**src/hdl/use_pkg.sv**
```systemverilog
// package of constants and types for the serial enable sequencing block
// ==========================================================
package use_pkg;
	localparam int          DIV_W       = 8;          // base clock divider width
	localparam int          BAUD_W      = 8;          // base ticks per bit counter width
	localparam int          DATA_W      = 8;          // character width, max
	localparam int          SYNC_TICKS  = 2;          // enable sync depth in base ticks
	localparam logic [3:0]  BIT_CNT_RST = 4'h0;       // bit counter reset value
	localparam logic [7:0]  DATA_RST    = 8'h00;      // data reset value

	// transmit and receive states
	typedef enum logic [1:0] {
		USE_IDLE  = 2'b00,                         // line idle
		USE_START = 2'b01,                         // start bit
		USE_DATA  = 2'b10,                         // data and parity bits
		USE_STOP  = 2'b11                          // stop bit(s)
	} use_state_t;

	// even parity of a byte masked to 7 or 8 bits
	function automatic logic use_parity(input logic [7:0] data, input logic len8);
		use_parity = ^{data[7] & len8, data[6:0]};
	endfunction : use_parity
endpackage : use_pkg

```
**src/hdl/use_buf2.sv**
```systemverilog
// two-entry skid buffer for received characters
`timescale 1ns/100ps
module use_buf2 #(
	parameter int W = 8                            // word width
) (
	input  wire logic         i_mclk,              // clock
	input  wire logic         i_arst_n,            // async reset, low
	input  wire logic         i_clr,               // flush both entries
	input  wire logic [W-1:0] i_data,              // write data
	input  wire logic         i_valid,             // write valid
	output logic              o_ready,             // space available
	output logic      [W-1:0] o_data,              // read data
	output logic              o_valid,             // read valid
	input  wire logic         i_ready              // consumer takes word
);
	import use_pkg::*;
	// ==========================================================
	// storage
	logic [W-1:0] mem_q [2];                       // entries
	logic [W-1:0] mem_d [2];                       // next entries
	logic         wp_q, wp_d, rp_q, rp_d;          // pointers
	logic [1:0]   cnt_q, cnt_d;                    // fill level
	logic         wr, rd;                          // accepted moves

	assign o_ready = (cnt_q != 2'd2);
	assign o_valid = (cnt_q != 2'd0);
	assign o_data  = mem_q[rp_q];                  // registered storage
	assign wr      = i_valid & o_ready;
	assign rd      = o_valid & i_ready;

	// next state of pointers and storage
	always_comb begin
		mem_d = mem_q;
		wp_d  = wp_q;
		rp_d  = rp_q;
		cnt_d = cnt_q;
		if (i_clr) begin
			wp_d  = 1'b0;
			rp_d  = 1'b0;
			cnt_d = 2'd0;
		end else begin
			if (wr) begin
				mem_d[wp_q] = i_data;
				wp_d        = ~wp_q;
			end
			if (rd) begin
				rp_d = ~rp_q;
			end
			cnt_d = 2'(cnt_q + {1'b0, wr} - {1'b0, rd});
		end
	end

	// register
	always_ff @(posedge i_mclk or negedge i_arst_n) begin
		if (!i_arst_n) begin
			mem_q[0] <= '0;
			mem_q[1] <= '0;
			wp_q     <= 1'b0;
			rp_q     <= 1'b0;
			cnt_q    <= 2'd0;
		end else begin
			mem_q <= mem_d;
			wp_q  <= wp_d;
			rp_q  <= rp_d;
			cnt_q <= cnt_d;
		end
	end
endmodule : use_buf2

```
**src/hdl/use_serial.sv**
```systemverilog
// serial transmitter/receiver with enable sequencing
`timescale 1ns/100ps
module use_serial (
	input  wire logic                     i_mclk,           // peripheral clock; stopping it freezes all
	input  wire logic                     i_arst_n,         // async reset, low
	input  wire logic                     i_serial_power_bit,    // block power
	input  wire logic                     i_transmit_enable_bit, // transmit enable
	input  wire logic                     i_receive_enable_bit,  // receive enable
	input  wire logic [use_pkg::DIV_W-1:0] i_baud_divider_control, // base tick period minus 1
	input  wire logic [use_pkg::BAUD_W-1:0] i_bit_ticks,    // base ticks per bit minus 1
	input  wire logic                     i_parity_select_hi,   // parity on
	input  wire logic                     i_parity_select_lo,   // odd when set
	input  wire logic                     i_char_length_select, // 1: 8 bits, 0: 7 bits
	input  wire logic                     i_stop_length_select, // 1: two transmit stop bits
	input  wire logic [7:0]               i_transmit_shift_reg, // transmit data
	input  wire logic                     i_tx_write,       // write strobe for transmit data
	output logic                          o_tx_write_ready, // transmitter can take a byte
	output logic                          o_serial_out_pin, // line out
	input  wire logic                     i_serial_in_pin,  // line in
	output logic [7:0]                    o_rx_data,        // received character
	output logic                          o_rx_valid,       // character available
	input  wire logic                     i_rx_ready,       // consumer takes character
	output logic                          o_rx_overrun,     // word lost, buffer full
	output logic                          o_rx_frame_err,   // stop bit low
	output logic                          o_rx_parity_err,  // parity mismatch
	output logic                          o_tx_done_interrupt // one pulse at end of frame
);
	import use_pkg::*;
	// ==========================================================
	// base clock divider and enable synchronisers
	logic [DIV_W-1:0] div_q, div_d;                // divider count
	logic             tick;                        // base clock tick
	logic [SYNC_TICKS-1:0] txs_q, txs_d, rxs_q, rxs_d; // enable sync chains
	logic             tx_en, rx_en;                // synced enables

	assign tick  = (div_q == '0);
	assign tx_en = txs_q[SYNC_TICKS-1];
	assign rx_en = rxs_q[SYNC_TICKS-1];

	// next divider and sync values; a cleared enable clears at once
	always_comb begin
		div_d = i_serial_power_bit ? (tick ? i_baud_divider_control : DIV_W'(div_q - 1'b1)) : '0;
		txs_d = txs_q;
		rxs_d = rxs_q;
		if (!(i_serial_power_bit & i_transmit_enable_bit)) begin
			txs_d = '0;
		end else if (tick) begin
			txs_d = {txs_q[SYNC_TICKS-2:0], 1'b1};
		end
		if (!(i_serial_power_bit & i_receive_enable_bit)) begin
			rxs_d = '0;
		end else if (tick) begin
			rxs_d = {rxs_q[SYNC_TICKS-2:0], 1'b1};
		end
	end

	// register; without clock edges all state holds
	always_ff @(posedge i_mclk or negedge i_arst_n) begin
		if (!i_arst_n) begin
			div_q <= '0;
			txs_q <= '0;
			rxs_q <= '0;
		end else begin
			div_q <= div_d;
			txs_q <= txs_d;
			rxs_q <= rxs_d;
		end
	end

	// ==========================================================
	// transmitter
	use_state_t       ts_q, ts_d;                  // transmit state
	logic [BAUD_W-1:0] tc_q, tc_d;                 // ticks in bit
	logic [3:0]       tb_q, tb_d;                  // bits left in phase
	logic [8:0]       tsh_q, tsh_d;                // shift with parity
	logic             tout_q, tout_d;              // line level register
	logic             tdone_q, tdone_d;            // done pulse
	logic             tbit_end;                    // end of a bit
	logic [3:0]       nbits;                       // data plus parity bits

	assign nbits    = 4'(7 + {3'b0, i_char_length_select} + {3'b0, i_parity_select_hi});
	assign tbit_end = tick & (tc_q == i_bit_ticks);
	assign o_tx_write_ready = tx_en & (ts_q == USE_IDLE);
	assign o_serial_out_pin = tout_q;
	assign o_tx_done_interrupt = tdone_q;

	// next transmit state
	always_comb begin
		ts_d    = ts_q;
		tc_d    = tc_q;
		tb_d    = tb_q;
		tsh_d   = tsh_q;
		tout_d  = tout_q;
		tdone_d = 1'b0;
		if (!tx_en) begin
			ts_d   = USE_IDLE;
			tout_d = 1'b1;
		end else begin
			if (tick) begin
				tc_d = tbit_end ? '0 : BAUD_W'(tc_q + 1'b1);
			end
			unique case (ts_q)
				USE_IDLE: begin
					tout_d = 1'b1;
					if (i_tx_write) begin
						tsh_d = {use_parity(i_transmit_shift_reg, i_char_length_select)
						         ^ i_parity_select_lo, i_transmit_shift_reg};
						if (!i_char_length_select) begin
							tsh_d[7] = tsh_d[8];
						end
						tc_d   = '0;
						tout_d = 1'b0;
						ts_d   = USE_START;
					end
				end
				USE_START: begin
					if (tbit_end) begin
						tb_d   = 4'(nbits - 1'b1);
						tout_d = tsh_q[0];
						tsh_d  = {1'b1, tsh_q[8:1]};
						ts_d   = USE_DATA;
					end
				end
				USE_DATA: begin
					if (tbit_end) begin
						if (tb_q == BIT_CNT_RST) begin
							tout_d = 1'b1;
							tb_d   = {3'b0, i_stop_length_select};
							ts_d   = USE_STOP;
						end else begin
							tout_d = tsh_q[0];
							tsh_d  = {1'b1, tsh_q[8:1]};
							tb_d   = 4'(tb_q - 1'b1);
						end
					end
				end
				USE_STOP: begin
					if (tbit_end) begin
						if (tb_q == BIT_CNT_RST) begin
							tdone_d = 1'b1;
							ts_d    = USE_IDLE;
						end else begin
							tb_d = 4'(tb_q - 1'b1);
						end
					end
				end
			endcase
		end
	end

	// register transmit state
	always_ff @(posedge i_mclk or negedge i_arst_n) begin
		if (!i_arst_n) begin
			ts_q    <= USE_IDLE;
			tc_q    <= '0;
			tb_q    <= BIT_CNT_RST;
			tsh_q   <= '0;
			tout_q  <= 1'b1;
			tdone_q <= 1'b0;
		end else begin
			ts_q    <= ts_d;
			tc_q    <= tc_d;
			tb_q    <= tb_d;
			tsh_q   <= tsh_d;
			tout_q  <= tout_d;
			tdone_q <= tdone_d;
		end
	end

	// ==========================================================
	// receiver
	use_state_t        rs_q, rs_d;                 // receive state
	logic [BAUD_W-1:0] rc_q, rc_d;                 // ticks in bit
	logic [3:0]        rb_q, rb_d;                 // bits left
	logic [8:0]        rsh_q, rsh_d;               // shift in
	logic              rpush, bready;              // word to buffer
	logic [7:0]        rword;                      // assembled character
	logic              ovr_q, ovr_d, fe_q, fe_d, pe_q, pe_d; // error flags
	logic              rsample, rbit_end;          // mid and end of bit

	assign rsample  = tick & (rc_q == (i_bit_ticks >> 1));
	assign rbit_end = tick & (rc_q == i_bit_ticks);
	assign rword    = i_char_length_select ? rsh_q[7:0] : {1'b0, rsh_q[7:1]};
	assign o_rx_overrun    = ovr_q;
	assign o_rx_frame_err  = fe_q;
	assign o_rx_parity_err = pe_q;

	// next receive state; low input at enable starts reception at once
	always_comb begin
		rs_d  = rs_q;
		rc_d  = rc_q;
		rb_d  = rb_q;
		rsh_d = rsh_q;
		rpush = 1'b0;
		ovr_d = ovr_q;
		fe_d  = fe_q;
		pe_d  = pe_q;
		if (!rx_en) begin
			rs_d = USE_IDLE;
		end else begin
			if (tick) begin
				rc_d = rbit_end ? '0 : BAUD_W'(rc_q + 1'b1);
			end
			unique case (rs_q)
				USE_IDLE: begin
					if (!i_serial_in_pin) begin
						rc_d = '0;
						rs_d = USE_START;
					end
				end
				USE_START: begin
					if (rsample && i_serial_in_pin) begin
						rs_d = USE_IDLE;                              // glitch
					end else if (rbit_end) begin
						rb_d = 4'(nbits - 1'b1);
						rs_d = USE_DATA;
					end
				end
				USE_DATA: begin
					if (rsample) begin
						rsh_d = {i_serial_in_pin, rsh_q[8:1]};
					end
					if (rbit_end) begin
						if (rb_q == BIT_CNT_RST) begin
							if (!i_parity_select_hi) begin
								rsh_d = {1'b0, rsh_q[8:1]};
							end
							rs_d = USE_STOP;
						end else begin
							rb_d = 4'(rb_q - 1'b1);
						end
					end
				end
				USE_STOP: begin
					if (rsample) begin
						fe_d  = ~i_serial_in_pin;
						pe_d  = i_parity_select_hi &
						        (use_parity(rword, 1'b1) ^ rsh_q[8] ^ i_parity_select_lo);
						rpush = 1'b1;
						ovr_d = ~bready;
						rs_d  = USE_IDLE;
					end
				end
			endcase
		end
	end

	// register receive state
	always_ff @(posedge i_mclk or negedge i_arst_n) begin
		if (!i_arst_n) begin
			rs_q  <= USE_IDLE;
			rc_q  <= '0;
			rb_q  <= BIT_CNT_RST;
			rsh_q <= '0;
			ovr_q <= 1'b0;
			fe_q  <= 1'b0;
			pe_q  <= 1'b0;
		end else begin
			rs_q  <= rs_d;
			rc_q  <= rc_d;
			rb_q  <= rb_d;
			rsh_q <= rsh_d;
			ovr_q <= ovr_d;
			fe_q  <= fe_d;
			pe_q  <= pe_d;
		end
	end

	// received word buffer; flushed when power is off
	use_buf2 #(
		.W (DATA_W)
	) u_buf (
		.i_mclk   (i_mclk),
		.i_arst_n (i_arst_n),
		.i_clr    (~i_serial_power_bit),
		.i_data   (rword),
		.i_valid  (rpush),
		.o_ready  (bready),
		.o_data   (o_rx_data),
		.o_valid  (o_rx_valid),
		.i_ready  (i_rx_ready)
	);
endmodule : use_serial

```
**config.mk**
```make
export PLATFORM = sky130hd
export DESIGN_NAME = use_serial
export DESIGN_NICKNAME = d
export VERILOG_FILES = /design/src/hdl/use_pkg.sv /design/src/hdl/use_buf2.sv /design/src/hdl/use_serial.sv
export SDC_FILE = /design/constraint.sdc
export NUM_CORES = 1
export LEC_CHECK = 0
export BUFFER_PORTS_ARGS = -buffer_cell sky130_fd_sc_hd__buf_2
export CAP_MARGIN = 30
export CORE_ASPECT_RATIO = 0.6
export CORE_MARGIN = 8
export CORE_UTILIZATION = 37
export CTS_CLUSTER_SIZE = 10
export DETAILED_ROUTE_END_ITERATION = 12
export GPL_TIMING_DRIVEN = 0
export PLACE_DENSITY = 0.57
export SYNTH_ARGS = -nofsm -noshare
export SYNTH_HDL_FRONTEND = slang
export SYNTH_SLANG_ARGS = --single-unit
```
**constraint.sdc**
```tcl
create_clock -name i_mclk -period 6.4 [get_ports i_mclk]
set_clock_uncertainty 0.2 [all_clocks]
set_input_delay 0.64 -clock i_mclk [delete_from_list [all_inputs] [get_ports i_mclk]]
set_output_delay 0.64 -clock i_mclk [all_outputs]
set_load 0.05 [all_outputs]
```
==> results.toml, run 1 <==
[setup_path]
cp.required_ps = 6400
slowest_stage = "o41ai_1"
arrival_ps = 3570
start_kind = "register"
cp_slowest_stage_delay_ps = 710
path_cells = "inv_1 -> ha_1 -> or4b_4 -> or4_4 -> clkbuf_1 -> o41ai_1 -> a21oi_1 -> o211ai_1 -> o21ai_0"
setup.worst_path.class = "register to register"
worstPathMaxFanout = 10
end_kind = "register"
ff2ff_setup_slack_ps = 2830

[synthesis]
post-synth-top-area-cell = "dfrtp_1"
syn_inst = 482
ys_seq_area_share_pct = 42.6
synth_top_cell_area_share_pct = 42.1
ys_ff_latch = 83
synth.area.top_cells = "dfrtp_1 (42%), mux2_2 (13%), xnor2_1 (7.7%), ha_1 (3.6%), nand2_1 (3.3%)"
async_flop_share_pct = 100
synth_flop_cell = "dfrtp_1"
syn_nets = 532
avgSynthCellArea_um2 = 10.1
synth_area_um2 = 4880
synthDistinctLibCells = 58
yosysWarningCount = 0
synth-edff-count = 0

[die]
fp.dieH_um = 105
dieArea_um2 = 17200
io_pins = 51
coreArea_um2 = 12900
rows = 32
start_util_pct = 38.0
fp.dieW_um = 164

[grt]
grt_start_max_net_pins = 53
antenna_found_initial = 0
grt-ovfl-total = 0
grt_use_total_pct = 13.9
grt_pass1_wl_um = 19500
grt_pass1_vias = 3892

[flow_run]
cap_violations = 0

[sta]
period_needed_ps = 3570
setup_ws_ps = 2830
maxSlewHeadroom_pct = 45.0
period_share_pct = 55.8
finalHoldViolations = 0
final_max_slew_viol_count = 0
rsz0062_at_grt = "false"
setup_viol = 0
worstMarginPinSlew_ps = 824
max_freq_mhz = 280
whs_ps = 47.7
fin_setup_tns_ps = 0

[detailed_routing]
vias = 3722
via_per_inst = 5.18
drt_pass1_iterations = 4
ant_nets = 0
wire_per_inst_um = 16.0
drc = 0
first_iter_violations = 182
routed_wirelength_um = 11500

[placement]
dp_slack_ps = 2870
port_buffers = 50
dpl.hpwl_um = 8750
gp_congestion = 0.817

[finish]
final_common_cell = "dfrtp_1"
fin_util_pct = 44.4
area_growth_pct = 16.9
final_cell_mix = "dfrtp_1 (82), mux2_2 (56), buf_2 (50)"
nNetsFinal = 595
drive_gt1_share_pct = 25.7
antenna_cells = 0
fillers = 1208

[clock_tree]
clkLatencyLatePin_ps = 340
cts_hold_buf = 0
clkTransAtPathRegs_ps = 60
cts_tree = "done"
h-tree-depth = 3
cts_sinks = 83
cts-root-buf = "clkbuf_16"
postCtsSetupBuffers = 0
clock_path_buffers = 2
cts_resized = 0
cts_buffers = 9

[worst_hold_path]
hp-class = "input pin to asynchronous set/reset pin"

[power]
p_per_area_nw_per_um2 = 269
ir_drop_mv = 0.156
power_leakage_nw = 2.59

[run_status]
status = "completed"
==> registers in the layout, summed over array words and instances, names as in the netlist <==
signal               flops
tsh_q                    9
u_buf.mem_q             16
o_serial_out_pin         1
u_buf.wp_q               1
o_tx_done_interrupt      1
o_rx_overrun             1
div_q                    8
o_rx_frame_err           1
txs_q                    2
rs_q                     2
rc_q                     8
rb_q                     4
rxs_q                    2
tb_q                     4
tc_q                     8
u_buf.rp_q               1
rsh_q                    9
ts_q                     2
o_rx_parity_err          1
u_buf.cnt_q              2
==> path summary, 6_finish.rpt <==
path	startpoint	depth (start not counted)	endpoint
min in group i_mclk	o_rx_frame_err	2	o_rx_frame_err
worst max-delay path	div_q[0]	9	rb_q[1]
worst min register to register	o_rx_frame_err	2	o_rx_frame_err
max in group asynchronous	i_arst_n	2	o_serial_out_pin
worst max register to register	div_q[0]	9	rb_q[1]
worst min-delay path	i_arst_n	1	rc_q[7]
==> worst max-delay path, delay by kind of cell, from the launching register on <==
kind	cells	cell delay (ps)
adders and majority gates	1	190
DFF	1	390
and+or+nand+nor	2	990
buffers and inverters	2	370
AOI/OAI and AO/OA	4	1300
==> metal layers <==
| layer | GRT usage [%] | part of all wire, % | up-vias |
|---|---|---|---|
| li1 | - | - | 1814 |
| met1 | 18.6 | 49 | 1823 |
| met2 | 21.8 | 44 | 78 |
| met3 | 4.27 | 6.0 | 7 |
| met4 | 3.23 | 0.63 | 0 |
| met5 | 0 | 0 | - |
==> power breakdown <==
part           internal [W]  switching, W
Sequential         0.000576     0.0000419
Combinational      0.000151      0.000197
Clock              0.000361      0.000207
Total               0.00109      0.000447
==> area by class of cell <==
| class | instances | area, µm² | share of cell area, % |
|---|---|---|---|
| clock inverters | 4 | 73.8 | 1.29 |
| multi-input cells | 354 | 2630 | 46.1 |
| inverters | 22 | 82.6 | 1.45 |
| well taps | 170 | 213 | 3.73 |
| repair buffers | 52 | 285 | 5.00 |
| flip-flops and latches | 83 | 2080 | 36.4 |
| plain buffers | 23 | 91.3 | 1.60 |
| clock buffers | 11 | 253 | 4.43 |
==> per-stage QoR <==
stage	area (µm²)	total power (W)	instances
floorplan	4880	0.000872	482
finish	5700	0.00153	719
global placement	5340	0.000960	702
CTS	5700	0.00155	719
detailed placement	5380	0.000976	704
global route	5700	0.00162	719
==> Yosys cell counts (7+ instances only) <==
master and count:
dfrtp_1 82, mux2_2 56, nand2_1 43, xnor2_1 43, nor2_1 27, o21ai_0 24
inv_1 22, clkbuf_1 21, a21oi_1 17, ha_1 14, nor3_1 11, nand4_1 10
nor2b_1 8, xor2_1 8, and2_1 7, nand3_1 7
==> cells by family (layout without fill, tap and decap cells) <==
group | Yosys count | count (layout) | share of synthesized area (%)
muxes | 60 | 60 | 13.7
AOI/OAI and AO/OA | 84 | 84 | 11.1
buffers and inverters | 45 | 112 | 3.57
adders and majority gates | 14 | 14 | 3.59
xor gates and xnor gates | 51 | 51 | 9.16
and+or+nand+nor | 145 | 145 | 16.3
DFF | 83 | 83 | 42.6
No activity file was read; power rests on OpenSTA's default activity.
==> run 2: changes to the inputs <==
Clock period 6.4 ns to 3.7 ns, I/O delays scaled along.
==> run 2 against run 1 <==
  * Maximum frequency up 3.1%
  * Global-route usage unchanged
  * Die area unchanged
  * Setup slack worse by 2600 ps
  * First-iteration DRC count down 0.55%
  * Power up 73%
  * Sequential share of layout area down 0.11 points
  * Non-clock buffer count up 1
  * Critical path type unchanged
  * Highest routed layer unchanged
==> results.toml, run 2 (synthesis results as in run 1) <==
[run_status]
status = "completed"

[power]
ir_drop_mv = 0.272
power_leakage_nw = 2.59
p_total_w = 0.00266
p_sw_share_pct = 29.2
combPwrFrac_pct = 22.8
p_per_area_nw_per_um2 = 464
power_switching_w = 0.000775
clkPwrFrac_pct = 37.0
seqPwrFrac_pct = 40.2
p_int_w = 0.00188

[setup_path]
worstPathMaxFanout = 9
end_kind = "register"
path_cells = "inv_1 -> ha_1 -> or4b_4 -> or4_4 -> nor3_4 -> a21oi_1 -> nor4b_4 -> mux2_2"
ff2ff_setup_slack_ps = 230
arrival_ps = 3490
cp_slowest_stage_delay_ps = 580
r2r_cells = 8
start_kind = "register"
cp.required_ps = 3720
setup.worst_path.class = "register to register"
slowest_stage = "nor4b_4"

[detailed_routing]
drt_pass1_iterations = 5
drc = 0
vias = 3732
via_per_inst = 5.18
routed_wirelength_um = 11500
ant_nets = 0
wire_per_inst_um = 15.9
first_iter_violations = 181

[die]
dieArea_um2 = 17200
io_pins = 51
fp.dieW_um = 164
start_util_pct = 38.0
rows = 32
fp.dieH_um = 105
coreArea_um2 = 12900

[finish]
nNetsFinal = 596
final_common_cell = "dfrtp_1"
multi_input_area_um2 = 2630
antenna_cells = 0
reg_top3 = "u_buf.mem_q (16), rsh_q (9), tsh_q (9)"
final_cell_mix = "dfrtp_1 (82), mux2_2 (56), buf_2 (50)"
fillers = 1209
max_flop_register = "u_buf.mem_q"
area_growth_pct = 17.3
largest_register_ffs = 16
layout.area.seq_um2 = 2080
drive_gt1_share_pct = 25.8

[grt]
grt_pass1_vias = 3895
use_met3_pct = 4.27
grt_use_met1_pct = 18.6
grt_use_total_pct = 13.9
use_met2_pct = 21.8
grt-ovfl-total = 0
antenna_found_initial = 0
grt_pass1_wl_um = 19500
grt_start_max_net_pins = 53
top_usage_layer = "met2"

[clock_tree]
clkTransAtPathRegs_ps = 60
clkLatencyLatePin_ps = 340
cts-root-buf = "clkbuf_16"
h-tree-depth = 3
cts_buffers = 9
clock_path_buffers = 2
cts_sinks = 83
cts_tree = "done"
postCtsSetupBuffers = 0

[placement]
port_buffers = 50
gp_congestion = 0.817
dpl.hpwl_um = 8750

[worst_hold_path]
hold_path_depth = 2
hp-class = "input pin to register"

[sta]
finalHoldViolations = 0
worstMarginPinSlew_ps = 856
period_needed_ps = 3470
final_max_slew_viol_count = 0
maxSlewHeadroom_pct = 42.8
setup_viol = 0
rsz0062_at_grt = "false"
fin_setup_tns_ps = 0
period_share_pct = 93.7
max_freq_mhz = 288

[flow_run]
cap_violations = 0
## run 2: cell count changes in the layout (fill, tap and decap cells not counted)
| cell | change |
|---|---|
| dlygate4sd3_1 | +1 |
| o41ai_1 | -1 |
| o41ai_2 | +1 |
## run 2: per-layer routing
metal  part of all wire [%]  vias up
met4                   0.83        0
met5                      0        -
li1                       -     1816
met1                     49     1826
met2                     44       81
met3                    6.0        9
## run 2: path summary, 6_finish.rpt
path	from	to
min in group asynchronous	i_arst_n	rc_q[7]
worst max register to register	div_q[0]	tsh_q[8]
max in group asynchronous	i_arst_n	o_serial_out_pin
worst min-delay path	i_baud_divider_control[0]	div_q[0]
worst max-delay path	div_q[0]	tsh_q[8]
worst min register to register	o_rx_frame_err	o_rx_frame_err
## run 2: cell type report
type,count,share of cell area (%)
sequential,83,36.3
timing repair buffer,53,5.16
multi-input combinational,354,46.0
buffer,23,1.60
tap,170,3.72
clock buffer,11,4.42
inverter,22,1.44
clock inverter,4,1.29
## run 2: repair_timing
action,CTS,global route
gates resized for setup,0,1
endpoints found under the setup margin,0,2
hold buffers,1,0
endpoints found under the hold margin,31,0
## run 2: metrics by stage
| stage | cell area (µm²) | utilization (%) | std cells | setup WS, ps | hold WS, ps |
|---|---|---|---|---|---|
| finish | 5720 | 44.5 | 720 | 233 | 85.6 |
| CTS | 5710 | 44.5 | 720 | 170 | 75.5 |
| detailed placement | 5380 | 41.8 | 704 | 167 | 155 |
| global placement | 5340 | 41.6 | 702 | 204 | 265 |
| global route | 5720 | 44.5 | 720 | 60.5 | 81.0 |
| floorplan | 4880 | - | 482 | 514 | -126 |
## run 2: critical path: cells and delay by family, from the launching register on
| family | cells | cell delay, ps |
|---|---|---|
| AND/OR/NAND/NOR | 4 | 1920 |
| multiplexers | 1 | 410 |
| flip-flops | 1 | 390 |
| adder cells (fa/ha/maj) | 1 | 190 |
| AO/OA/AOI/OAI | 1 | 160 |
| buffers and inverters | 1 | 60 |
## run 2: power groups by stage
| stage | combinational [W] | sequential (W) | clock [W] |
|---|---|---|---|
| global route | 0.000680 | 0.00108 | 0.00105 |
| CTS | 0.000608 | 0.00107 | 0.00101 |
| detailed placement | 0.000604 | 0.00108 | 0 |
| finish | 0.000605 | 0.00107 | 0.000983 |
| floorplan | 0.000442 | 0.00107 | 0 |
| global placement | 0.000581 | 0.00108 | 0 |
